===== src/logic/sspg_pkg.sv =====
// Package: command codes, field layouts and delay encodings for the status and power-good block
package sspg_pkg;
  // Command codes
  localparam logic [7:0] CMD_FAULT_STATUS_BLOCK = 8'hdb;
  localparam logic [7:0] CMD_PHASE_FAULT_MAP = 8'hdc;
  localparam logic [7:0] CMD_POWER_GOOD_SETUP = 8'he3;
  // Response lengths in bytes
  localparam logic [3:0] LEN_STATUS_BLOCK = 4'h7;
  localparam logic [3:0] LEN_WORD = 4'h2;
  localparam logic [3:0] LEN_NONE = 4'h0;
  // Phase selection
  localparam logic [7:0] PHASE_ALL = 8'hff;
  localparam int NUM_PHASES = 4;
  // Communication status layout
  localparam int CML_INVALID_CMD_BIT = 7;
  // Power-good setup layout
  localparam int PGS_DROP_MSB = 15;
  localparam int PGS_DROP_LSB = 12;
  localparam int PGS_REL_MSB = 11;
  localparam int PGS_REL_LSB = 8;
  localparam int PGS_MASK_MSB = 7;
  localparam logic [15:0] PGS_RESET = 16'h0000;
  // Delay encoding: code 0 is one PWM clock, code N is 2^N+1
  localparam logic [16:0] DELAY_ZERO_TICKS = 17'h00001;
  localparam int DELAY_CNT_W = 17;

  function automatic logic [16:0] delay_ticks(input logic [3:0] code);
    logic [16:0] t;
    t = DELAY_ZERO_TICKS;
    if (code != 4'h0) begin
      t = (17'h00001 << code) + 17'h00001;
    end
    return t;
  endfunction
endpackage


===== src/logic/sspg_pg_if.sv =====
// Interface: link between register logic and power-good delay timer
`timescale 1ns/100ps
interface sspg_pg_if;
  logic tick;
  logic fault;
  logic force_low;
  logic bypass;
  logic [3:0] drop_code;
  logic [3:0] rel_code;
  logic good;
  modport ctrl (output tick, output fault, output force_low, output bypass,
                output drop_code, output rel_code, input good);
  modport timer (input tick, input fault, input force_low, input bypass,
                 input drop_code, input rel_code, output good);
endinterface


===== src/logic/sspg_pg_timer.sv =====
// Power-good delay timer: independent drop and release delays in PWM clocks
`timescale 1ns/100ps
module sspg_pg_timer
  import sspg_pkg::*;
(
  // Clock and reset
  input wire logic i_clk,
  input wire logic i_rst,
  // Control link
  sspg_pg_if.timer pg
);
  logic [16:0] drop_cnt_q;
  logic [16:0] rel_cnt_q;
  logic good_q;
  logic [16:0] drop_lim;
  logic [16:0] rel_lim;

  assign drop_lim = delay_ticks(pg.drop_code);
  assign rel_lim = delay_ticks(pg.rel_code);
  assign pg.good = good_q;

  ////////////////////////////////////////////////////////////////////////////
  // Drop delay counter, runs only while an unmasked event stands
  always_ff @(posedge i_clk) begin
    if (i_rst || !pg.fault || pg.force_low) begin
      drop_cnt_q <= '0;
    end else if (pg.tick && drop_cnt_q < drop_lim) begin
      drop_cnt_q <= drop_cnt_q + 17'h00001;
    end
  end

  // Release delay counter, runs only while no unmasked event stands
  always_ff @(posedge i_clk) begin
    if (i_rst || pg.fault || pg.force_low) begin
      rel_cnt_q <= '0;
    end else if (pg.tick && rel_cnt_q < rel_lim) begin
      rel_cnt_q <= rel_cnt_q + 17'h00001;
    end
  end

  ////////////////////////////////////////////////////////////////////////////
  // Output state; a short event that never reaches its drop count is absorbed unless bypass is set
  always_ff @(posedge i_clk) begin
    if (i_rst || pg.force_low) begin
      good_q <= 1'b0;
    end else if (pg.fault && pg.bypass) begin
      good_q <= 1'b0;
    end else if (good_q && pg.fault && pg.tick && drop_cnt_q + 17'h00001 >= drop_lim) begin
      good_q <= 1'b0;
    end else if (!good_q && !pg.fault && pg.tick && rel_cnt_q + 17'h00001 >= rel_lim) begin
      good_q <= 1'b1;
    end
  end
endmodule


===== src/logic/sspg_status_power_good_out.sv =====
// Status summary, phase fault map and power-good setup command registers
`timescale 1ns/100ps
module sspg_status_power_good_out
  import sspg_pkg::*;
(
  // Clock and reset
  input wire logic I_CLK_SYS,
  input wire logic I_SYS_RST,
  // Decoded command port from the bus transaction layer
  input wire logic [7:0] i_cmd_code,
  input wire logic i_wr_stb,
  input wire logic [15:0] i_wr_data,
  input wire logic i_rd_stb,
  input wire logic i_clear_faults,
  output logic [55:0] o_rd_data,
  output logic [3:0] o_rd_len,
  output logic o_rd_valid,
  // Status sources
  input wire logic [7:0] i_maker_status_byte,
  input wire logic [7:0] i_status_other,
  input wire logic [7:0] i_status_cml,
  input wire logic [7:0] i_status_temp,
  input wire logic [7:0] i_status_input,
  input wire logic [7:0] i_status_iout,
  input wire logic [7:0] i_status_vout,
  output logic o_cml_summary,
  output logic o_smb_alert_n,
  // Stack phases
  input wire logic [7:0] i_phase_sel,
  input wire logic [3:0] i_phase_active,
  input wire logic [3:0] i_phase_status,
  // Setup defaults
  input wire logic i_nvm_load,
  input wire logic [15:0] i_nvm_setup,
  // Converter state and power-good events
  input wire logic i_pwm_clk,
  input wire logic i_conv_on,
  input wire logic i_ramp_blank,
  input wire logic i_shutdown_fall,
  input wire logic [7:0] i_pg_events,
  output logic o_power_good_out
);
  logic pwm_meta_q;
  logic pwm_sync_q;
  logic pwm_prev_q;
  logic invalid_command_flag_q;
  logic [3:0] phase_latch_q;
  logic [15:0] power_good_setup_q;
  logic [7:0] cml_byte;
  logic [15:0] phase_word;
  logic bad_write;
  sspg_pg_if pg ();

  ////////////////////////////////////////////////////////////////////////////
  // PWM clock sampled into the system clock; its rising edge is the tick
  always_ff @(posedge I_CLK_SYS) begin
    if (I_SYS_RST) begin
      pwm_meta_q <= 1'b0;
      pwm_sync_q <= 1'b0;
      pwm_prev_q <= 1'b0;
    end else begin
      pwm_meta_q <= i_pwm_clk;
      pwm_sync_q <= pwm_meta_q;
      pwm_prev_q <= pwm_sync_q;
    end
  end

  ////////////////////////////////////////////////////////////////////////////
  // Write checks
  always_comb begin
    bad_write = 1'b0;
    if (i_wr_stb && i_cmd_code == CMD_FAULT_STATUS_BLOCK) begin
      bad_write = 1'b1;
    end
    if (i_wr_stb && i_cmd_code == CMD_POWER_GOOD_SETUP && i_conv_on) begin
      bad_write = 1'b1;
    end
  end

  // Invalid command flag; a new fault wins over a clear in the same cycle
  always_ff @(posedge I_CLK_SYS) begin
    if (I_SYS_RST) begin
      invalid_command_flag_q <= 1'b0;
    end else if (bad_write) begin
      invalid_command_flag_q <= 1'b1;
    end else if (i_clear_faults) begin
      invalid_command_flag_q <= 1'b0;
    end
  end

  // Live communication byte with the invalid command flag merged in
  always_comb begin
    cml_byte = i_status_cml;
    cml_byte[CML_INVALID_CMD_BIT] = i_status_cml[CML_INVALID_CMD_BIT] | invalid_command_flag_q;
  end

  // Summary bit and alert line; writes never clear source bits
  always_ff @(posedge I_CLK_SYS) begin
    if (I_SYS_RST) begin
      o_cml_summary <= 1'b0;
      o_smb_alert_n <= 1'b1;
    end else begin
      o_cml_summary <= |cml_byte | bad_write;
      o_smb_alert_n <= ~(invalid_command_flag_q | bad_write);
    end
  end

  ////////////////////////////////////////////////////////////////////////////
  // Per-phase fault latches; a write of 1 clears, a live fault wins
  always_ff @(posedge I_CLK_SYS) begin
    if (I_SYS_RST) begin
      phase_latch_q <= '0;
    end else begin
      for (int p = 0; p < NUM_PHASES; p++) begin
        if (i_phase_status[p] && i_phase_active[p]) begin
          phase_latch_q[p] <= 1'b1;
        end else if (i_wr_stb && i_cmd_code == CMD_PHASE_FAULT_MAP && i_wr_data[p]) begin
          phase_latch_q[p] <= 1'b0;
        end
      end
    end
  end

  // Phased read word
  always_comb begin
    phase_word = '0;
    if (i_phase_sel == PHASE_ALL) begin
      phase_word[NUM_PHASES-1:0] = phase_latch_q & i_phase_active;
    end else if (i_phase_sel < 8'(NUM_PHASES)) begin
      phase_word[0] = i_phase_active[i_phase_sel[1:0]] & i_phase_status[i_phase_sel[1:0]];
    end
  end

  ////////////////////////////////////////////////////////////////////////////
  // Power-good setup word; reset loads zero, the default comes from storage or strap load
  always_ff @(posedge I_CLK_SYS) begin
    if (I_SYS_RST) begin
      power_good_setup_q <= PGS_RESET;
    end else if (i_nvm_load) begin
      power_good_setup_q <= i_nvm_setup;
    end else if (i_wr_stb && i_cmd_code == CMD_POWER_GOOD_SETUP && !i_conv_on) begin
      power_good_setup_q <= i_wr_data;
    end
  end

  ////////////////////////////////////////////////////////////////////////////
  // Read answers, one cycle after the strobe
  always_ff @(posedge I_CLK_SYS) begin
    if (I_SYS_RST) begin
      o_rd_data <= '0;
      o_rd_len <= LEN_NONE;
      o_rd_valid <= 1'b0;
    end else begin
      o_rd_valid <= i_rd_stb;
      if (i_rd_stb) begin
        unique case (i_cmd_code)
          CMD_FAULT_STATUS_BLOCK: begin
            o_rd_data <= {i_maker_status_byte, i_status_other, cml_byte, i_status_temp,
                          i_status_input, i_status_iout, i_status_vout};
            o_rd_len <= LEN_STATUS_BLOCK;
          end
          CMD_PHASE_FAULT_MAP: begin
            o_rd_data <= {40'h0000000000, phase_word};
            o_rd_len <= LEN_WORD;
          end
          CMD_POWER_GOOD_SETUP: begin
            o_rd_data <= {40'h0000000000, power_good_setup_q};
            o_rd_len <= LEN_WORD;
          end
          default: begin
            o_rd_data <= '0;
            o_rd_len <= LEN_NONE;
          end
        endcase
      end
    end
  end

  ////////////////////////////////////////////////////////////////////////////
  // Power-good path
  assign pg.tick = pwm_sync_q & ~pwm_prev_q;
  assign pg.fault = |(i_pg_events & ~power_good_setup_q[PGS_MASK_MSB:0]);
  assign pg.force_low = ~i_conv_on | i_ramp_blank;
  assign pg.bypass = i_shutdown_fall;
  assign pg.drop_code = power_good_setup_q[PGS_DROP_MSB:PGS_DROP_LSB];
  assign pg.rel_code = power_good_setup_q[PGS_REL_MSB:PGS_REL_LSB];

  sspg_pg_timer u_timer (
    .i_clk(I_CLK_SYS),
    .i_rst(I_SYS_RST),
    .pg(pg.timer)
  );

  // Extra flop keeps the pin straight from a register
  always_ff @(posedge I_CLK_SYS) begin
    if (I_SYS_RST) begin
      o_power_good_out <= 1'b0;
    end else begin
      o_power_good_out <= pg.good & ~pg.force_low;
    end
  end
endmodule


===== config.mk =====
export PLATFORM = sky130hd
export DESIGN_NAME = sspg_status_power_good_out
export DESIGN_NICKNAME = d
export VERILOG_FILES = /design/src/logic/sspg_pkg.sv /design/src/logic/sspg_pg_if.sv /design/src/logic/sspg_pg_timer.sv /design/src/logic/sspg_status_power_good_out.sv
export SDC_FILE = /design/constraint.sdc
export NUM_CORES = 1
export LEC_CHECK = 0
export ABC_CLOCK_PERIOD_IN_PS = 2800
export BUFFER_PORTS_ARGS = -buffer_cell sky130_fd_sc_hd__buf_2
export CORE_MARGIN = 2
export CORE_UTILIZATION = 35
export DETAILED_ROUTE_END_ITERATION = 7
export HOLD_SLACK_MARGIN = 0.05
export PLACE_DENSITY = 0.63
export SLEW_MARGIN = 30
export SYNTH_ARGS = -nofsm -noshare
export SYNTH_HDL_FRONTEND = slang
export SYNTH_HIERARCHICAL = 1
export SYNTH_SLANG_ARGS = --single-unit
export TNS_END_PERCENT = 50

===== constraint.sdc =====
create_clock -name I_CLK_SYS -period 2.8 [get_ports I_CLK_SYS]
set_input_delay 0.14 -clock I_CLK_SYS [delete_from_list [all_inputs] [get_ports I_CLK_SYS]]
set_output_delay 0.14 -clock I_CLK_SYS [all_outputs]
set_load 0.005 [all_outputs]

==> results of run 1 <==
## area by class of cell
class | count | share of cell area
Timing Repair Buffer | 338 | 0.213
Sequential cell | 121 | 0.219
Clock buffer | 18 | 0.0387
Clock inverter | 14 | 0.0191
Tap cell | 280 | 0.0316
Inverter | 33 | 0.0112
Multi-Input combinational cell | 728 | 0.468
## state kept, by name, indices dropped and copies added (netlist names)
register,count
invalid_command_flag_q,1
o_cml_summary,1
o_power_good_out,1
o_rd_data,56
o_rd_len,2
o_rd_valid,1
o_smb_alert_n,1
phase_latch_q,4
power_good_setup_q,16
pwm_meta_q,1
pwm_prev_q,1
pwm_sync_q,1
u_timer/drop_cnt_q,17
u_timer/pg.good,1
u_timer/rel_cnt_q,17
## worst max-delay path: cells and delay by family (launching register included)
kind	cells	cell delay [ns]
buffers and inverters	1	0.16
AO/OA/AOI/OAI	5	0.84
AND/OR/NAND/NOR	3	0.73
multiplexers	1	0.19
adder cells (fa/ha/maj)	2	0.49
flip-flops	1	0.37
## worst min-delay path by stage
| stage | start | end | slack, ns |
|---|---|---|---|
| global route | i_nvm_setup[9] | power_good_setup_q[9] | 0.07 |
| CTS | i_phase_active[2] | o_rd_data[2] | 0.05 |
| global placement | i_pwm_clk | pwm_meta_q | 0.36 |
| detailed placement | i_pwm_clk | pwm_meta_q | 0.36 |
| floorplan | i_pwm_clk | pwm_meta_q | 0.27 |
| finish | i_status_iout[2] | o_rd_data[10] | 0.07 |
## power by group
part / switching (mW) / internal [mW]
combinational: 0.342 / 0.336
sequential: 0.0267 / 1.75
clock: 0.933 / 1.52
total: 1.30 / 3.60
## cells in the final DEF (no fill, tap or decap), types with 6 or more instances in the layout
master	instances
a22oi_1	51
o21ai_0	16
or4_1	9
nor3_1	33
buf_4	59
nor3_2	14
nor2b_1	15
o31ai_1	13
nand4_1	25
mux2i_1	7
conb_1	9
a211o_1	8
o21ai_1	20
ha_1	70
nor4_1	7
xnor2_1	15
buf_2	191
xor2_1	15
a211oi_1	6
inv_1	32
nand2b_1	11
a21oi_1	56
dfxtp_1	117
nor2_1	77
or4_4	8
o211ai_1	6
clkbuf_16	19
a2111oi_2	16
dlygate4sd3_1	79
nand3_1	30
nand2_1	91
a2111oi_1	6
## metal layers
metal / part of all wire / up-vias / GRT usage
met3: 0.067 / 51 / 0.0581
met2: 0.47 / 302 / 0.362
met1: 0.43 / 3903 / 0.271
li1: - / 4080 / -
met4: 0.032 / 4 / 0.0961
met5: 0.0010 / - / 0
## repair_timing
item	CTS	global route
setup endpoints to repair	18	33
gates cloned	0	2
hold buffers	79	0
pin swaps	1	20
resized for setup	2	51
endpoints found under the hold margin	75	0
buffers inserted	1	0
## logic make-up (layout without fill, tap and decap cells)
logic type | Yosys count | after routing
and+or+nand+nor | 368 | 368
AOI/OAI and AO/OA | 241 | 241
DFF | 121 | 121
buffers and inverters | 97 | 403
adders and majority gates | 72 | 72
xor gates and xnor gates | 30 | 30
muxes | 8 | 8
other | 2 | 9
==> out/metrics.yaml, run 1 <==
status: "finished with violations"
violations: "setup timing"
numCtsBuffers: 17
synth.area.mux_share: 0.0119
worstPathMaxFanout: 7
cpMaxStageDelayCell: "or4_4"
fillers: 2023
ys_types: 73
vias: 8340
dpl.hpwl_um: 19000
timing_hold_violations_final: 0
cts-root-buf: "clkbuf_16"
rr_worst_depth: 12
rows: 54
ys.flop_type: "dfxtp_1"
drc: 0
synthXorXnorAreaFrac: 0.0338
wl_per_cell_um: 17.2
cp_cell_sequence: "nor4_4 -> ha_2 -> nor2b_1 -> mux2i_1 -> ha_1 -> o21ai_1 -> a21oi_1 -> o31a_1 -> o21a_4 -> clkbuf_16 -> or4_4 -> a21oi_1"
synth_area_per_cell_um2: 8.29
peakVddDrop_uv: 400
die_area_mm2: 0.0234
leakage_nw: 4.78
coreArea_mm2: 0.0218
rr_endpoint: "u_timer/rel_cnt_q[2]"
critPathLaunchType: "flop"
viasPerCell: 5.44
setup.worst_path.end: "u_timer/rel_cnt_q[2]"
arrival_ns: 3.19
synth_compound_area_frac: 0.218
synth_seq_cells: 121
yosys-top-cells-area: "dfxtp_1 31%, ha_1 12%, a22oi_1 4.9%"
yosysTopAreaCell: "dfxtp_1"
netlist_instances: 939
totalPowerFinal_mw: 4.90
cts.sinks: 121
min_path_type: "input port to flop"
nets: 1441
synth_most_common_cell: "dfxtp_1"
antenna_found_initial: 2
startpoint: "power_good_setup_q[11]"
die_w_um: 153
synth_warnings: 6
tightest_slew_ns: 0.793
fmax_mhz: 352
endpoint_kind: "flop"
synth_edf_count: 0
pre_cts_ws_ns: -0.0495
seq_area_frac_synth: 0.311
multi_input_area_mm2: 0.00519
synthDominantCellAreaShare: 0.311
insertedDiodeCount: 0
drive_above_1_share: 0.296
criticalPathCategory: "flop to flop"
grt_pass1_wl_um: 42200
r2r_slack_ns: -0.04
overflow: 0
dr.pass1.iters: 5
htree_levels: 4
dp_cells: 1418
crit_top_cell: "a21oi_1"
globalplace.congestion: 0.873
initial_core_util: 0.357
power.density_mw_per_mm2: 442
ys_async_sr_fraction: 0
final-setup-viol-count: 12
register_area_mm2: 0.00243
die_y_um: 153
drv_cap: 0
path_clk_slew_ns: 0.06
port_buffers: 192
fin_util: 0.509
first_global_vias: 8286
synth-simple-area-share: 0.256
grt_setup_unrepaired: "yes"
drtIter0Drc: 511
grt_max_degree: 49
post-route-period-util: 1.02
setup_tns_ns: -0.254
synthTopCellsByCount: "121 x dfxtp_1, 91 x nand2_1, 78 x nor2_1"
finalNonFillerCells: 1532
io_pins: 194
synth_top_family_by_area: "simple AND/OR/NAND/NOR gates"
clk-insertion-delay-late_ns: 0.43
slew_headroom: 0.471
slew_viol_final: 0
r2r_start: "power_good_setup_q[11]"
syn_area_mm2: 0.00778
whs_path_depth: 3
cts_tree: "done"
track_usage: 0.220
synth-adder-area-share: 0.116
worst_clock_skew_ns: 0.0111
required_ns: 3.15
clockBufferDepth: 2
fin_ws_ns: -0.0430
max_stage_delay_ns: 0.41
post_dp_cell_area_mm2: 0.00941
wirelength_um: 26300
ant_nets: 0
syn_to_final_growth_pct: 42.6
fin_crit_ns: 2.84
final_area_mm2: 0.0111
holdWs_ns: 0.0688
Note: power is estimated with default switching activity, not from simulation.
==> inputs of run 2 (changes only) <==
CORE_MARGIN = 10   (was 2)
SYNTH_HIERARCHICAL = default   (was 1)
==> out/metrics.yaml, run 2 <==
p_int_mw: 3.62
cts-root-buf: "clkbuf_16"
worst_clock_skew_ns: 0.0150
final_area_mm2: 0.0109
ys_types: 57
cts.sinks: 121
arrival_ns: 3.33
grt_max_degree: 86
overflow: 0
criticalPathCategory: "flop to flop"
ys.flop_type: "dfxtp_1"
status: "finished with violations"
initial_core_util: 0.357
endpoint_kind: "flop"
seq_area_frac_synth: 0.322
synthTopCellsByCount: "121 x dfxtp_1, 101 x a21oi_1, 79 x nand3_1"
vias: 7864
ant_nets: 0
die_y_um: 167
largest_register: "o_rd_data"
coreArea_mm2: 0.0211
fin_crit_ns: 2.98
peakVddDrop_uv: 392
min_to: "power_good_setup_q[10]"
cp_cell_sequence: "nor4_4 -> ha_2 -> buf_6 -> mux2i_2 -> ha_2 -> o21ai_2 -> a21oi_2 -> o31ai_4 -> a221oi_4 -> clkbuf_16 -> buf_4 -> o31ai_1 -> a21oi_1"
drtIter0Drc: 493
cts_tree: "done"
yosysTopAreaCell: "dfxtp_1"
syn_to_final_growth_pct: 44.5
totalPowerFinal_mw: 4.82
htree_levels: 4
violations: "setup timing"
grt_pass1_wl_um: 39300
power.density_mw_per_mm2: 443
final_cell_mix: "192 x buf_2, 108 x dfxtp_1, 84 x a21oi_1, 77 x nand3_1, 70 x buf_4"
switching_power_mw: 1.20
numCtsBuffers: 17
synth_most_common_cell: "dfxtp_1"
syn_area_mm2: 0.00752
post-route-period-util: 1.06
leakage_nw: 4.54
combPwrFrac: 0.143
worstPathMaxFanout: 8
track_usage: 0.167
synth_edf_count: 0
top_regs: "o_rd_data x56, u_timer.drop_cnt_q x17, u_timer.rel_cnt_q x17"
wl_per_cell_um: 16.8
cpMaxStageDelayCell: "a221oi_4"
die_w_um: 167
rows: 53
fin_ws_ns: -0.182
final-setup-viol-count: 17
synth_warnings: 0
fmax_mhz: 335
p_clk_frac: 0.486
synth_area_per_cell_um2: 8.41
nets: 1391
fin_util: 0.515
worstHoldStart: "i_wr_data[10]"
tightest_slew_ns: 0.907
drv_cap: 0
clockBufferDepth: 2
timing_hold_violations_final: 0
critPathLaunchType: "flop"
drive_above_1_share: 0.342
grt_setup_unrepaired: "yes"
dpl.hpwl_um: 17400
rr_endpoint: "u_timer.rel_cnt_q[5]"
io_pins: 194
min_path_type: "input port to flop"
antenna_found_initial: 1
synthDominantCellAreaShare: 0.322
clk-insertion-delay-late_ns: 0.43
max_stage_delay_ns: 0.62
globalplace.congestion: 0.873
rr_worst_depth: 13
first_global_vias: 7697
dr.pass1.iters: 7
setup_tns_ns: -2.07
post_dp_cell_area_mm2: 0.00913
wirelength_um: 24800
slew_headroom: 0.396
seqPwrFrac: 0.371
switching_share: 0.250
ys_async_sr_fraction: 0
netlist_instances: 894
required_ns: 3.15
slew_viol_final: 0
crit_top_cell: "ha_2"
port_buffers: 192
final_common_cell: "buf_2"
viasPerCell: 5.32
drc: 0
r2r_start: "power_good_setup_q[9]"
yosys-top-cells-area: "dfxtp_1 32%, ha_1 12%, a21oi_1 6.7%"
die_area_mm2: 0.0277
whs_path_depth: 3
largest_register_ff_count: 56
r2r_slack_ns: -0.18
path_clk_slew_ns: 0.07
synth_seq_cells: 121
-- run 2: changes by cell type after synthesis, sizes merged, moves of 16 or more --
cell	previous run	this run
a21oi	60	101
nand2b	11	52
a2111oi	24	0
nand3	31	82
inv	33	17
nand2	92	46
nor3	47	13
a22oi	51	16
a211oi	7	33
nor2	79	51
o31ai	14	32
-- run 2: critical path: cells and delay by family (launching register included) --
kind,cells,cell delay [ns]
AO/OA/AOI/OAI,6,1.10
adder cells (fa/ha/maj),2,0.58
buffers and inverters,3,0.49
flip-flops,1,0.37
multiplexers,1,0.07
AND/OR/NAND/NOR,1,0.28
-- run 2: cell families (layout without fill, tap and decap cells) --
kind of cell / after synthesis / in the layout / share of synthesized area
AO/OA/AOI/OAI: 233 / 233 / 0.195
XOR/XNOR: 30 / 30 / 0.0349
adder cells (fa/ha/maj): 72 / 72 / 0.120
buffers and inverters: 76 / 377 / 0.0443
flip-flops: 121 / 121 / 0.322
multiplexers: 20 / 20 / 0.0283
other: 2 / 10 / 0.000999
AND/OR/NAND/NOR: 340 / 340 / 0.255
-- run 2: layout make-up --
type / instances / area [um^2]
diodes: 1 / 2.50
fillers: 1996 / 10200
flip-flops and latches: 121 / 2450
clock buffers: 20 / 447
clock inverters: 12 / 174
well taps: 275 / 344
inverters: 17 / 63.8
multi-input cells: 704 / 5170
repair buffers: 328 / 2220
-- run 2: repair_timing --
item	4_1_cts	5_1_grt
hold buffers	54	0
pin swaps	24	25
endpoints found under the setup margin	31	35
setup buffers	9	6
gates resized for setup	23	87
cloned	1	2
endpoints found under the hold margin	48	0
-- run 2: per-layer routing --
layer	vias up	wire, um	global-route usage	part of all wire
li1	3897	-	-	-
met1	3712	10800	0.203	0.44
met2	218	12300	0.286	0.50
met3	37	1190	0.0372	0.048
met4	0	469	0.0538	0.019
met5	-	0	0	0
-- run 2: power groups by stage --
stage | Clock, mW | Combinational (mW) | Sequential, mW
final | 2.34 | 0.689 | 1.79
after global routing | 2.45 | 0.754 | 1.79
after CTS | 2.38 | 0.620 | 1.79
after detailed placement | 0 | 0.519 | 1.82
after global placement | 0 | 0.514 | 1.82
after floorplan | 0 | 0.294 | 1.81
-- run 2: how the worst max path moves through the flow --
stage,from,endpoint,slack [ns],cells past startpoint
2_1_floorplan,power_good_setup_q[10],u_timer.rel_cnt_q[15],0.005,14
3_3_place_gp,power_good_setup_q[8],u_timer.rel_cnt_q[15],-0.06,12
3_5_place_dp,power_good_setup_q[9],u_timer.rel_cnt_q[14],-0.15,12
4_1_cts,power_good_setup_q[11],u_timer.rel_cnt_q[10],-0.10,12
5_1_grt,power_good_setup_q[8],u_timer.rel_cnt_q[12],-0.36,12
6_report,power_good_setup_q[9],u_timer.rel_cnt_q[5],-0.18,13
-- run 2: stage by stage --
step / std cells / hold slack (ns) / setup slack (ns)
after CTS: 1469 / 0.0533 / -0.100
after global placement: 1373 / 0.386 / -0.0616
final: 1478 / 0.0607 / -0.182
after global routing: 1478 / 0.0774 / -0.363
after floorplan: 901 / 0.268 / 0.00536
after detailed placement: 1373 / 0.387 / -0.150
==> inputs of run 3 (changes only) <==
BUFFER_PORTS_ARGS = default   (was -buffer_cell sky130_fd_sc_hd__buf_2)
DONT_BUFFER_PORTS = 1   (was default)
PLACE_DENSITY = 0.55   (was 0.63)
SKIP_CTS_REPAIR_TIMING = 1   (was default)
==> out/metrics.yaml, run 3 (synthesis gave the netlist of run 2 again) <==
max_stage_delay_ns: 0.47
dpl.hpwl_um: 16500
fin_ws_ns: -0.0892
required_ns: 3.13
status: "finished with violations"
ant_nets: 0
largest_register_ff_count: 56
cp_num_buf_inv: 1
wl_per_cell_um: 18.0
min_to: "o_rd_data[2]"
final_cell_mix: "114 x dfxtp_1, 93 x dlygate4sd3_1, 84 x a21oi_1, 79 x nand3_1, 72 x buf_4"
port_buffers: 0
insertedDiodeCount: 0
final-setup-viol-count: 28
worst_path_dominant_cell_family: "simple AND/OR/NAND/NOR gates"
viasPerCell: 5.43
fillers: 2024
rr_worst_depth: 12
grt_setup_unrepaired: "yes"
track_usage: 0.150
timing_hold_violations_final: 0
grt_max_degree: 114
vias: 7184
cts-root-buf: "clkbuf_16"
die_area_mm2: 0.0277
clk-insertion-delay-late_ns: 0.42
final_common_cell: "dfxtp_1"
slew_headroom: 0.340
io_pins: 194
post-route-period-util: 1.03
register_area_mm2: 0.00244
dp_cells: 1190
numCtsBuffers: 17
antenna_found_initial: 0
drv_cap: 0
overflow: 0
holdWs_ns: 0.0201
cts.sinks: 121
cp_cell_sequence: "nor4_4 -> ha_2 -> nor2b_1 -> mux2i_1 -> ha_1 -> o21ai_2 -> a21oi_2 -> o31ai_4 -> a221oi_4 -> buf_12 -> or4_1 -> a21oi_1"
totalPowerFinal_mw: 4.70
cts_tree: "done"
rows: 53
clockBufferDepth: 2
peakVddDrop_uv: 418
whs_path_depth: 3
worst_clock_skew_ns: 0.0144
drtIter0Drc: 435
coreArea_mm2: 0.0211
tightest_slew_ns: 0.987
multi_input_area_mm2: 0.00510
cpMaxStageDelayCell: "or4_1"
worstPathMaxFanout: 8
die_y_um: 167
fmax_mhz: 346
grt_pass1_wl_um: 34600
nets: 1238
leakage_nw: 3.85
violations: "setup timing"
endpoint_kind: "flop"
drc: 0
final_area_mm2: 0.0102
htree_levels: 4
r2r_slack_ns: -0.09
arrival_ns: 3.22
finalNonFillerCells: 1324
initial_core_util: 0.357
path_clk_slew_ns: 0.06
largest_register: "o_rd_data"
first_global_vias: 6371
post_dp_cell_area_mm2: 0.00822
critPathLaunchType: "flop"
power.density_mw_per_mm2: 460
fin_crit_ns: 2.89
top_regs: "o_rd_data x56, u_timer.drop_cnt_q x17, u_timer.rel_cnt_q x17"
dr.pass1.iters: 5
wirelength_um: 23800
syn_to_final_growth_pct: 35.8
min_path_type: "input port to flop"
drive_above_1_share: 0.188
criticalPathCategory: "flop to flop"
die_w_um: 167
r2r_start: "power_good_setup_q[8]"
worstHoldStart: "i_phase_active[2]"
slew_viol_final: 0
rr_endpoint: "u_timer.rel_cnt_q[16]"
globalplace.congestion: 0.794
run 3: worst max path at each step:
| stage | startpoint | cells past startpoint | end | slack, ns |
|---|---|---|---|---|
| global route | power_good_setup_q[8] | 13 | u_timer.rel_cnt_q[13] | -0.33 |
| finish | power_good_setup_q[8] | 12 | u_timer.rel_cnt_q[16] | -0.09 |
| detailed placement | power_good_setup_q[9] | 12 | u_timer.rel_cnt_q[8] | -0.21 |
| global placement | power_good_setup_q[8] | 12 | u_timer.rel_cnt_q[7] | -0.05 |
| floorplan | power_good_setup_q[10] | 14 | u_timer.rel_cnt_q[15] | 0.005 |
| CTS | power_good_setup_q[8] | 12 | u_timer.rel_cnt_q[9] | -0.27 |
run 3: routing by layer:
layer	track usage	wire length, um
met5	0	0
met4	0.0397	457
met3	0.0480	1560
met1	0.188	10500
met2	0.241	11300
run 3: through the flow:
step	setup slack, ns	TNS, ns	utilization
after floorplan	0.00536	0	-
after detailed placement	-0.211	-3.86	0.390
after global placement	-0.0542	-0.669	0.390
final	-0.0892	-1.76	0.484
after global routing	-0.325	-8.33	0.484
after CTS	-0.267	-4.88	0.419
run 3: where the power goes:
part / leakage, nW / total, mW / internal [mW] / switching, mW
sequential: 0.985 / 1.79 / 1.76 / 0.0357
clock: 0.292 / 2.31 / 1.44 / 0.871
combinational: 2.57 / 0.598 / 0.311 / 0.287
total: 3.85 / 4.70 / 3.50 / 1.19
run 3: cell type report:
type / count / share of cell area
multi-input cells: 704 / 0.500
flip-flops and latches: 121 / 0.239
repair buffers: 175 / 0.162
clock buffers: 20 / 0.0437
well taps: 275 / 0.0337
clock inverters: 12 / 0.0159
inverters: 17 / 0.00625
run 3: tightest hold or removal path, stage by stage:
cell	delay [ns]
nand3_1	0.08
a21o_1	0.12
a21oi_1	0.05
